### config.mk
export PLATFORM = sky130hd
export DESIGN_NAME = wdg_top
export DESIGN_NICKNAME = d
export VERILOG_FILES = /design/src/verilog/wdg_pkg.sv /design/src/verilog/wdg_prescaler.sv /design/src/verilog/wdg_top.sv
export SDC_FILE = /design/constraint.sdc
export NUM_CORES = 1
export LEC_CHECK = 0
export BUFFER_PORTS_ARGS = -buffer_cell sky130_fd_sc_hd__buf_2
export CAP_MARGIN = 20
export CORE_MARGIN = 5
export CORE_UTILIZATION = 49
export CTS_CLUSTER_DIAMETER = 150
export DETAILED_ROUTE_END_ITERATION = 10
export PLACE_DENSITY = 0.8
export SLEW_MARGIN = 20
export SYNTH_ARGS = -nofsm -noshare
export SYNTH_HDL_FRONTEND = slang
export SYNTH_HIERARCHICAL = 1
export SYNTH_SLANG_ARGS = --single-unit
export TNS_END_PERCENT = 10
### constraint.sdc
create_clock -name pclk -period 2.85 [get_ports pclk]
set_input_delay 0.4275 -clock pclk [delete_from_list [all_inputs] [get_ports pclk]]
set_output_delay 0.4275 -clock pclk [all_outputs]
set_load 0.01 [all_outputs]
### src/verilog/wdg_pkg.sv
// Shared constants and types for the watchdog downcounter block
package wdg_pkg;
  // Register byte addresses on the APB
  localparam logic [7:0] WDG_CNT_ADDR = 8'hd8; // Counter and control
  localparam logic [7:0] WDG_CTL_ADDR = 8'hdc; // Power and interrupt control
  // Reset values
  localparam logic [7:0] WDG_CNT_RESET = 8'hfe; // Register view after reset
  localparam logic [6:0] WDG_PHYS_RESET = 7'h7f; // Physical counter after reset
  // Field positions of the counter register
  localparam int WDG_C_POS = 0; // Activation bit
  localparam int WDG_SR_POS = 1; // Software reset bit
  localparam int WDG_T_LSB = 2; // First period bit (physical MSB)
  localparam int WDG_T_BITS = 6; // Number of period bits
  // Field positions of the control register
  localparam int CTL_GEN_POS = 0; // Global interrupt enable
  localparam int CTL_STOP_POS = 1; // Write one: STOP instruction
  localparam int CTL_WAIT_POS = 2; // Write one: WAIT instruction
  localparam int CTL_WAITST_POS = 4; // Read: core waiting
  localparam int CTL_STOPST_POS = 5; // Read: core stopped
  localparam int CTL_ACT_POS = 6; // Read: watchdog active
  localparam int CTL_HWOPT_POS = 7; // Read: hardware activation option
  // Timing in oscillator cycles
  localparam int WDG_TICK_CYCLES = 3072; // Cycles per counter step
  localparam int WDG_MIN_TIMEOUT = WDG_TICK_CYCLES; // Shortest period
  localparam int WDG_MAX_TIMEOUT = 64 * WDG_TICK_CYCLES; // Longest period
  localparam logic [11:0] WDG_PRE_LAST = 12'(WDG_TICK_CYCLES - 1);
  // Core power states
  typedef enum logic [1:0] {WDG_RUN, WDG_WAIT, WDG_STOP} wdg_pwr_e;
endpackage : wdg_pkg

### src/verilog/wdg_prescaler.sv
// Step prescaler: one tick every counter step while running
`timescale 1ns/100ps
module wdg_prescaler import wdg_pkg::*; (
  input wire logic pclk,
  input wire logic presetn,
  input wire logic run,
  input wire logic clear,
  output logic tick
);
  logic [11:0] pre_reg; // Cycles counted in the current step
  logic [11:0] pre_next;

  // Tick on the last cycle of a step, never while cleared or frozen
  assign tick = run && !clear && (pre_reg == WDG_PRE_LAST);

  // Next count: restart on clear, hold when frozen, wrap at step end
  always_comb begin
    pre_next = pre_reg;
    if (clear) begin
      pre_next = 12'h000;
    end else if (tick) begin
      pre_next = 12'h000;
    end else if (run) begin
      pre_next = pre_reg + 12'h001;
    end
  end

  // Register the count
  always_ff @(posedge pclk or negedge presetn) begin
    if (!presetn) begin
      pre_reg <= 12'h000;
    end else begin
      pre_reg <= pre_next;
    end
  end
endmodule : wdg_prescaler

### src/verilog/wdg_top.sv
// Digital watchdog downcounter with APB register access
`timescale 1ns/100ps
module wdg_top import wdg_pkg::*; (
  input wire logic pclk,
  input wire logic presetn,
  input wire logic psel,
  input wire logic penable,
  input wire logic pwrite,
  input wire logic [7:0] paddr,
  input wire logic [31:0] pwdata,
  output logic [31:0] prdata,
  output logic pready,
  output logic pslverr,
  input wire logic opt_hw_activation,
  input wire logic opt_ext_stop,
  input wire logic nmi_pin,
  input wire logic irq_req,
  output logic wdg_reset,
  output logic nmi_irq,
  output logic core_wait,
  output logic core_stop
);
  // Synchronisers for pins and option straps
  logic [2:0] sync1_reg; // First stage, read only by the second
  logic [2:0] sync2_reg; // Second stage: nmi, hardware, external stop
  logic nmi_d_reg; // Delayed pin for edge detection
  logic hw_opt;
  logic ext_opt;
  logic nmi_s;
  logic nmi_fall;

  // Counter state
  logic [6:0] cnt_reg; // Physical counter, bit 6 is the reset bit
  logic [6:0] cnt_next;
  logic c_reg; // Software activation latch
  logic c_next;
  logic rst_reg; // Registered reset pulse
  logic rst_next;
  logic nmi_irq_reg;
  logic active;
  logic tick;
  logic pre_clear;

  // Control and power state
  logic gen_reg; // Global interrupt enable
  logic gen_next;
  wdg_pwr_e pwr_reg;
  wdg_pwr_e pwr_next;
  logic wake;

  // Bus decode
  logic apb_setup;
  logic apb_wr;
  logic hit_cnt;
  logic hit_ctl;
  logic wr_cnt;
  logic wr_ctl;
  logic stop_cmd;
  logic wait_cmd;
  logic [7:0] cnt_view; // Counter as software sees it
  logic [7:0] ctl_view;
  logic [6:0] wr_phys; // Write data in physical order
  logic [31:0] prdata_reg;
  logic [31:0] prdata_next;

  assign hw_opt = sync2_reg[1];
  assign ext_opt = sync2_reg[0];
  assign nmi_s = sync2_reg[2];
  // Interrupt pin request is its falling edge
  assign nmi_fall = nmi_d_reg && !nmi_s;

  // Synchronise pins; straps are taken only after reset release
  always_ff @(posedge pclk or negedge presetn) begin
    if (!presetn) begin
      sync1_reg <= 3'h4;
      sync2_reg <= 3'h4;
      nmi_d_reg <= 1'b1;
    end else begin
      sync1_reg <= {nmi_pin, opt_hw_activation, opt_ext_stop};
      sync2_reg <= sync1_reg;
      nmi_d_reg <= sync2_reg[2];
    end
  end

  // APB decode: zero wait states, unmapped access gives an error
  assign hit_cnt = (paddr == WDG_CNT_ADDR);
  assign hit_ctl = (paddr == WDG_CTL_ADDR);
  assign apb_setup = psel && !penable;
  assign apb_wr = psel && penable && pwrite;
  assign wr_cnt = apb_wr && hit_cnt;
  assign wr_ctl = apb_wr && hit_ctl;
  assign stop_cmd = wr_ctl && pwdata[CTL_STOP_POS];
  assign wait_cmd = wr_ctl && pwdata[CTL_WAIT_POS];
  assign pready = 1'b1;
  assign pslverr = psel && penable && !hit_cnt && !hit_ctl;

  // Reversed mapping between register view and physical counter
  genvar g;
  generate
    for (g = 0; g < WDG_T_BITS; g++) begin : g_map
      assign cnt_view[WDG_T_LSB + g] = cnt_reg[5 - g];
      assign wr_phys[5 - g] = pwdata[WDG_T_LSB + g];
    end
  endgenerate
  assign cnt_view[WDG_SR_POS] = cnt_reg[6];
  assign cnt_view[WDG_C_POS] = active;
  assign wr_phys[6] = pwdata[WDG_SR_POS];
  assign active = c_reg || hw_opt;

  assign ctl_view = {hw_opt, active, pwr_reg == WDG_STOP,
                     pwr_reg == WDG_WAIT, 3'h0, gen_reg};

  // Restart the step on reload or activation, freeze in STOP
  assign pre_clear = wr_cnt || (c_next && !c_reg);

  wdg_prescaler u_pre (
    .pclk(pclk),
    .presetn(presetn),
    .run(pwr_reg != WDG_STOP),
    .clear(pre_clear),
    .tick(tick)
  );

  // Counter next state: reload on write, else one step per tick
  always_comb begin
    cnt_next = cnt_reg;
    c_next = c_reg;
    if (wr_cnt) begin
      cnt_next = wr_phys;
      c_next = c_reg || pwdata[WDG_C_POS];
    end else if (tick) begin
      cnt_next = cnt_reg - 7'h01;
    end
    // Reset only on a falling reset bit with the watchdog active
    rst_next = cnt_reg[6] && !cnt_next[6] && (c_next || hw_opt);
  end

  // Register the counter group
  always_ff @(posedge pclk or negedge presetn) begin
    if (!presetn) begin
      cnt_reg <= WDG_PHYS_RESET;
      c_reg <= 1'b0;
      rst_reg <= 1'b0;
      nmi_irq_reg <= 1'b0;
    end else begin
      cnt_reg <= cnt_next;
      c_reg <= c_next;
      rst_reg <= rst_next;
      nmi_irq_reg <= nmi_fall;
    end
  end

  // Wake needs an interrupt and the global enable
  assign wake = gen_reg && (irq_req || nmi_fall);

  // Power state next values
  always_comb begin
    pwr_next = pwr_reg;
    gen_next = wr_ctl ? pwdata[CTL_GEN_POS] : gen_reg;
    case (pwr_reg)
      WDG_RUN: begin
        if (stop_cmd) begin
          if (!active || (ext_opt && nmi_s)) begin
            pwr_next = WDG_STOP;
          end else begin
            pwr_next = WDG_WAIT;
          end
        end else if (wait_cmd) begin
          pwr_next = WDG_WAIT;
        end
      end
      WDG_WAIT, WDG_STOP: begin
        if (wake) begin
          pwr_next = WDG_RUN;
        end
      end
      default: begin
        pwr_next = WDG_RUN;
      end
    endcase
  end

  // Register the power group
  always_ff @(posedge pclk or negedge presetn) begin
    if (!presetn) begin
      pwr_reg <= WDG_RUN;
      gen_reg <= 1'b0;
    end else begin
      pwr_reg <= pwr_next;
      gen_reg <= gen_next;
    end
  end

  // Read data captured in the setup phase
  always_comb begin
    prdata_next = prdata_reg;
    if (apb_setup && !pwrite) begin
      prdata_next = 32'h0000_0000;
      if (hit_cnt) begin
        prdata_next[7:0] = cnt_view;
      end else if (hit_ctl) begin
        prdata_next[7:0] = ctl_view;
      end
    end
  end

  // Register read data
  always_ff @(posedge pclk or negedge presetn) begin
    if (!presetn) begin
      prdata_reg <= 32'h0000_0000;
    end else begin
      prdata_reg <= prdata_next;
    end
  end

  assign prdata = prdata_reg;
  assign wdg_reset = rst_reg;
  assign nmi_irq = nmi_irq_reg;
  assign core_wait = (pwr_reg == WDG_WAIT);
  assign core_stop = (pwr_reg == WDG_STOP);

  logic init_done_reg; // Low only in the first cycle after reset
  always_ff @(posedge pclk or negedge presetn) begin
    if (!presetn) begin
      init_done_reg <= 1'b0;
    end else begin
      init_done_reg <= 1'b1;
    end
  end
endmodule : wdg_top

==> qor.yml <==
ios: 87
maxCapViolations: 0
antenna_found_initial: 0
critPathKind: "reg2reg"
numCtsBuffers: 5
yosys-mux-area-fraction_pct: 2.80
ys_async_sr_fraction_pct: 100
vdd_drop_max_uv: 431
cp_slowest_cell: "nor4b_1"
die_y_um: 77.5
cts_hold_buf: 0
cts_sinks: 40
max_stage_delay_ns: 0.49
setup_viol_count_final: 0
numPortBuffers: 37
r2r_start: "u_pre/pre_reg[0]$_DFFE_PN0P_"
synthesis.area_um2: 2230
fin_skew_ns: 0.00927
route.detailed.drc: 0
grt_pass1_vias: 1605
total_power_mw: 1.38
cts_htree_levels: 2
ys_seq_area_share_pct: 45.4
grt_max_degree: 41
maxSlewHeadroom_pct: 41.3
rr_worst_depth: 8
clk_latency_ns: 0.30
pwr_density_cell_nw_per_um2: 555
cp_data_arrival_time_ns: 2.58
synth_seq_cells: 40
critPathMaxFanout: 6
rsz0062_at_grt: "false"
synth_xor_area_share_pct: 3.53
status: "finished clean"
rows: 24
whs_ns: 0.235
final_core_util_pct: 56.6
avgSynthCellArea_um2: 9.62
place.gp.congestion: 0.770
ys_warn_count: 6
setup_slack_ns: 0.496
ant_nets: 0
synthDistinctLibCells: 49
leakage_nw: 1.16
dieArea_um2: 6000
crit_path_cell_trace: "ha_1, and3b_1, nand4_2, nor3b_1, nor4b_1, nand2_1, xor2_1, a21oi_1"
path_clk_slew_ns: 0.08
core_um2: 4380
worst_pin_slew_ns: 0.881
hold_viol: 0
wirelength_um: 4410
dr_total_vias: 1675
hold_path_class: "in2async"
period_share_pct: 82.6
post_cts_buffers: 0
fillers: 420
ys.flop_type: "dfrtp_1"
end_kind: "register"
dp_slack_ns: 0.453
firstDrtPassIters: 4
ctsRootBufferMaster: "clkbuf_8"
period_minus_slack_ns: 2.35
initial_core_util_pct: 50.9
critPathLaunch: "u_pre/pre_reg[0]$_DFFE_PN0P_"
synth-adder-area-share_pct: 2.80
finalSetupTns_ns: 0
synth_top_family_by_area: "simple AND/OR/NAND/NOR gates"
drt-wirelength-per-cell_um: 13.6
synthCells: 232
antenna_cells: 0
drv_slew: 0
cts_tree: "done"
overflow: 0
drive_above_1_share_pct: 24.0
synth_compound_area_share_pct: 11.4
final_nets: 324
regToRegEndpoint: "cnt_reg[5]$_DFFE_PN1P_"
crit_required_ns: 3.07
grt_pass1_wl_um: 7640
syn2layout_area_growth_pct: 11.2
grt_usage_pct: 15.7
synth_simple_gate_area_share_pct: 22.1
drt-initial-drc-count: 72
die_x_um: 77.5
dpl.hpwl_um: 3140
viasPerCell: 5.19
cts.repair.resized: 0
startpoint_type: "register"
fmax_mhz: 425
cts_buffer_depth: 2
largest_register_ffs: 12
synth-edff-count: 0
r2r_slack_ns: 0.50
[layout by cell type (no fill, tap or decap), drive strengths merged, types with 3 or more instances in the layout]
master / instances
a21oi: 13
a31oi: 5
and3: 3
buf: 41
clkbuf: 5
conb: 25
dfrtp: 30
dfstp: 10
ha: 5
inv: 8
mux2i: 4
nand2: 20
nand2b: 6
nand3: 6
nand3b: 5
nand4: 7
nor2: 17
nor3: 7
o21ai: 8
o31ai: 5
or3: 3
xnor2: 3
xor2: 6
[logic make-up (layout without fill, tap and decap cells)]
family | count (synthesis) | count (layout)
and+or+nand+nor | 88 | 88
other | 2 | 25
xor gates and xnor gates | 9 | 9
adders and majority gates | 5 | 5
buffers and inverters | 41 | 57
muxes | 6 | 6
AOI/OAI and AO/OA | 41 | 41
DFF | 40 | 40
[worst max path at each step]
| stage | endpoint | slack [ns] | cells past startpoint |
|---|---|---|---|
| final | cnt_reg[5]$_DFFE_PN1P_ | 0.50 | 8 |
| after global routing | cnt_reg[5]$_DFFE_PN1P_ | 0.24 | 8 |
| after CTS | cnt_reg[5]$_DFFE_PN1P_ | 0.53 | 8 |
| after detailed placement | cnt_reg[1]$_DFFE_PN1P_ | 0.45 | 9 |
| after global placement | cnt_reg[1]$_DFFE_PN1P_ | 0.47 | 9 |
| after floorplan | cnt_reg[5]$_DFFE_PN1P_ | 0.52 | 9 |
[metal layers]
metal | GRT usage, % | wire (um) | vias to the layer above
li1 | - | - | 838
met1 | 18.7 | 1820 | 780
met2 | 26.2 | 2190 | 48
met3 | 5.44 | 328 | 9
met4 | 5.67 | 59 | 0
met5 | 0 | 0 | -
[Yosys cell counts, drive strengths merged (2+ instances only)]
cell / instances / area, um^2
nand3: 6 / 30.0
buf: 28 / 209
mux2i: 4 / 40.0
and3: 3 / 18.8
nand2b: 6 / 37.5
mux2: 2 / 22.5
a31oi: 5 / 31.3
nand4bb: 2 / 22.5
and2: 2 / 12.5
xnor2: 3 / 26.3
nand2: 20 / 75.1
dfstp: 10 / 263
nor2: 17 / 63.8
o2bb2ai: 2 / 17.5
clkbuf: 5 / 18.8
ha: 5 / 62.6
nand4: 7 / 56.3
nand3b: 5 / 37.5
a21oi: 13 / 65.1
conb: 2 / 7.51
nor3: 7 / 35.0
xor2: 6 / 52.6
a21o: 2 / 15.0
o21ai: 8 / 40.0
or3: 3 / 23.8
dfrtp: 30 / 751
o31ai: 5 / 37.5
inv: 8 / 30.0
[report_power, final]
group	switching [mW]	internal, mW	total (mW)
Combinational	0.112	0.0901	0.202
Sequential	0.0811	0.633	0.714
Clock	0.203	0.259	0.462
Total	0.396	0.982	1.38
[per-stage QoR]
step           instances  cell area, um^2
3_3_place_gp         315             2370
3_5_place_dp         315             2370
5_1_grt              323             2480
6_report             323             2480
2_1_floorplan        255             2320
4_1_cts              323             2480
[area by class of cell]
cell class / count / area [um^2] / area share [%]
multi-input cells: 174 / 1050 / 42.2
flip-flops and latches: 40 / 1010 / 40.8
clock buffers: 5 / 68.8 / 2.77
inverters: 8 / 30.0 / 1.21
repair buffers: 41 / 215 / 8.67
well taps: 52 / 65.1 / 2.62
clock inverters: 3 / 42.5 / 1.71
[worst max-delay path: cells and delay by family, from the launching register on]
family	cells	cell delay, ns
xor gates and xnor gates	1	0.18
and+or+nand+nor	5	1.30
adders and majority gates	1	0.24
AOI/OAI and AO/OA	1	0.17
DFF	1	0.41
Power figures use the tool's default switching activity.
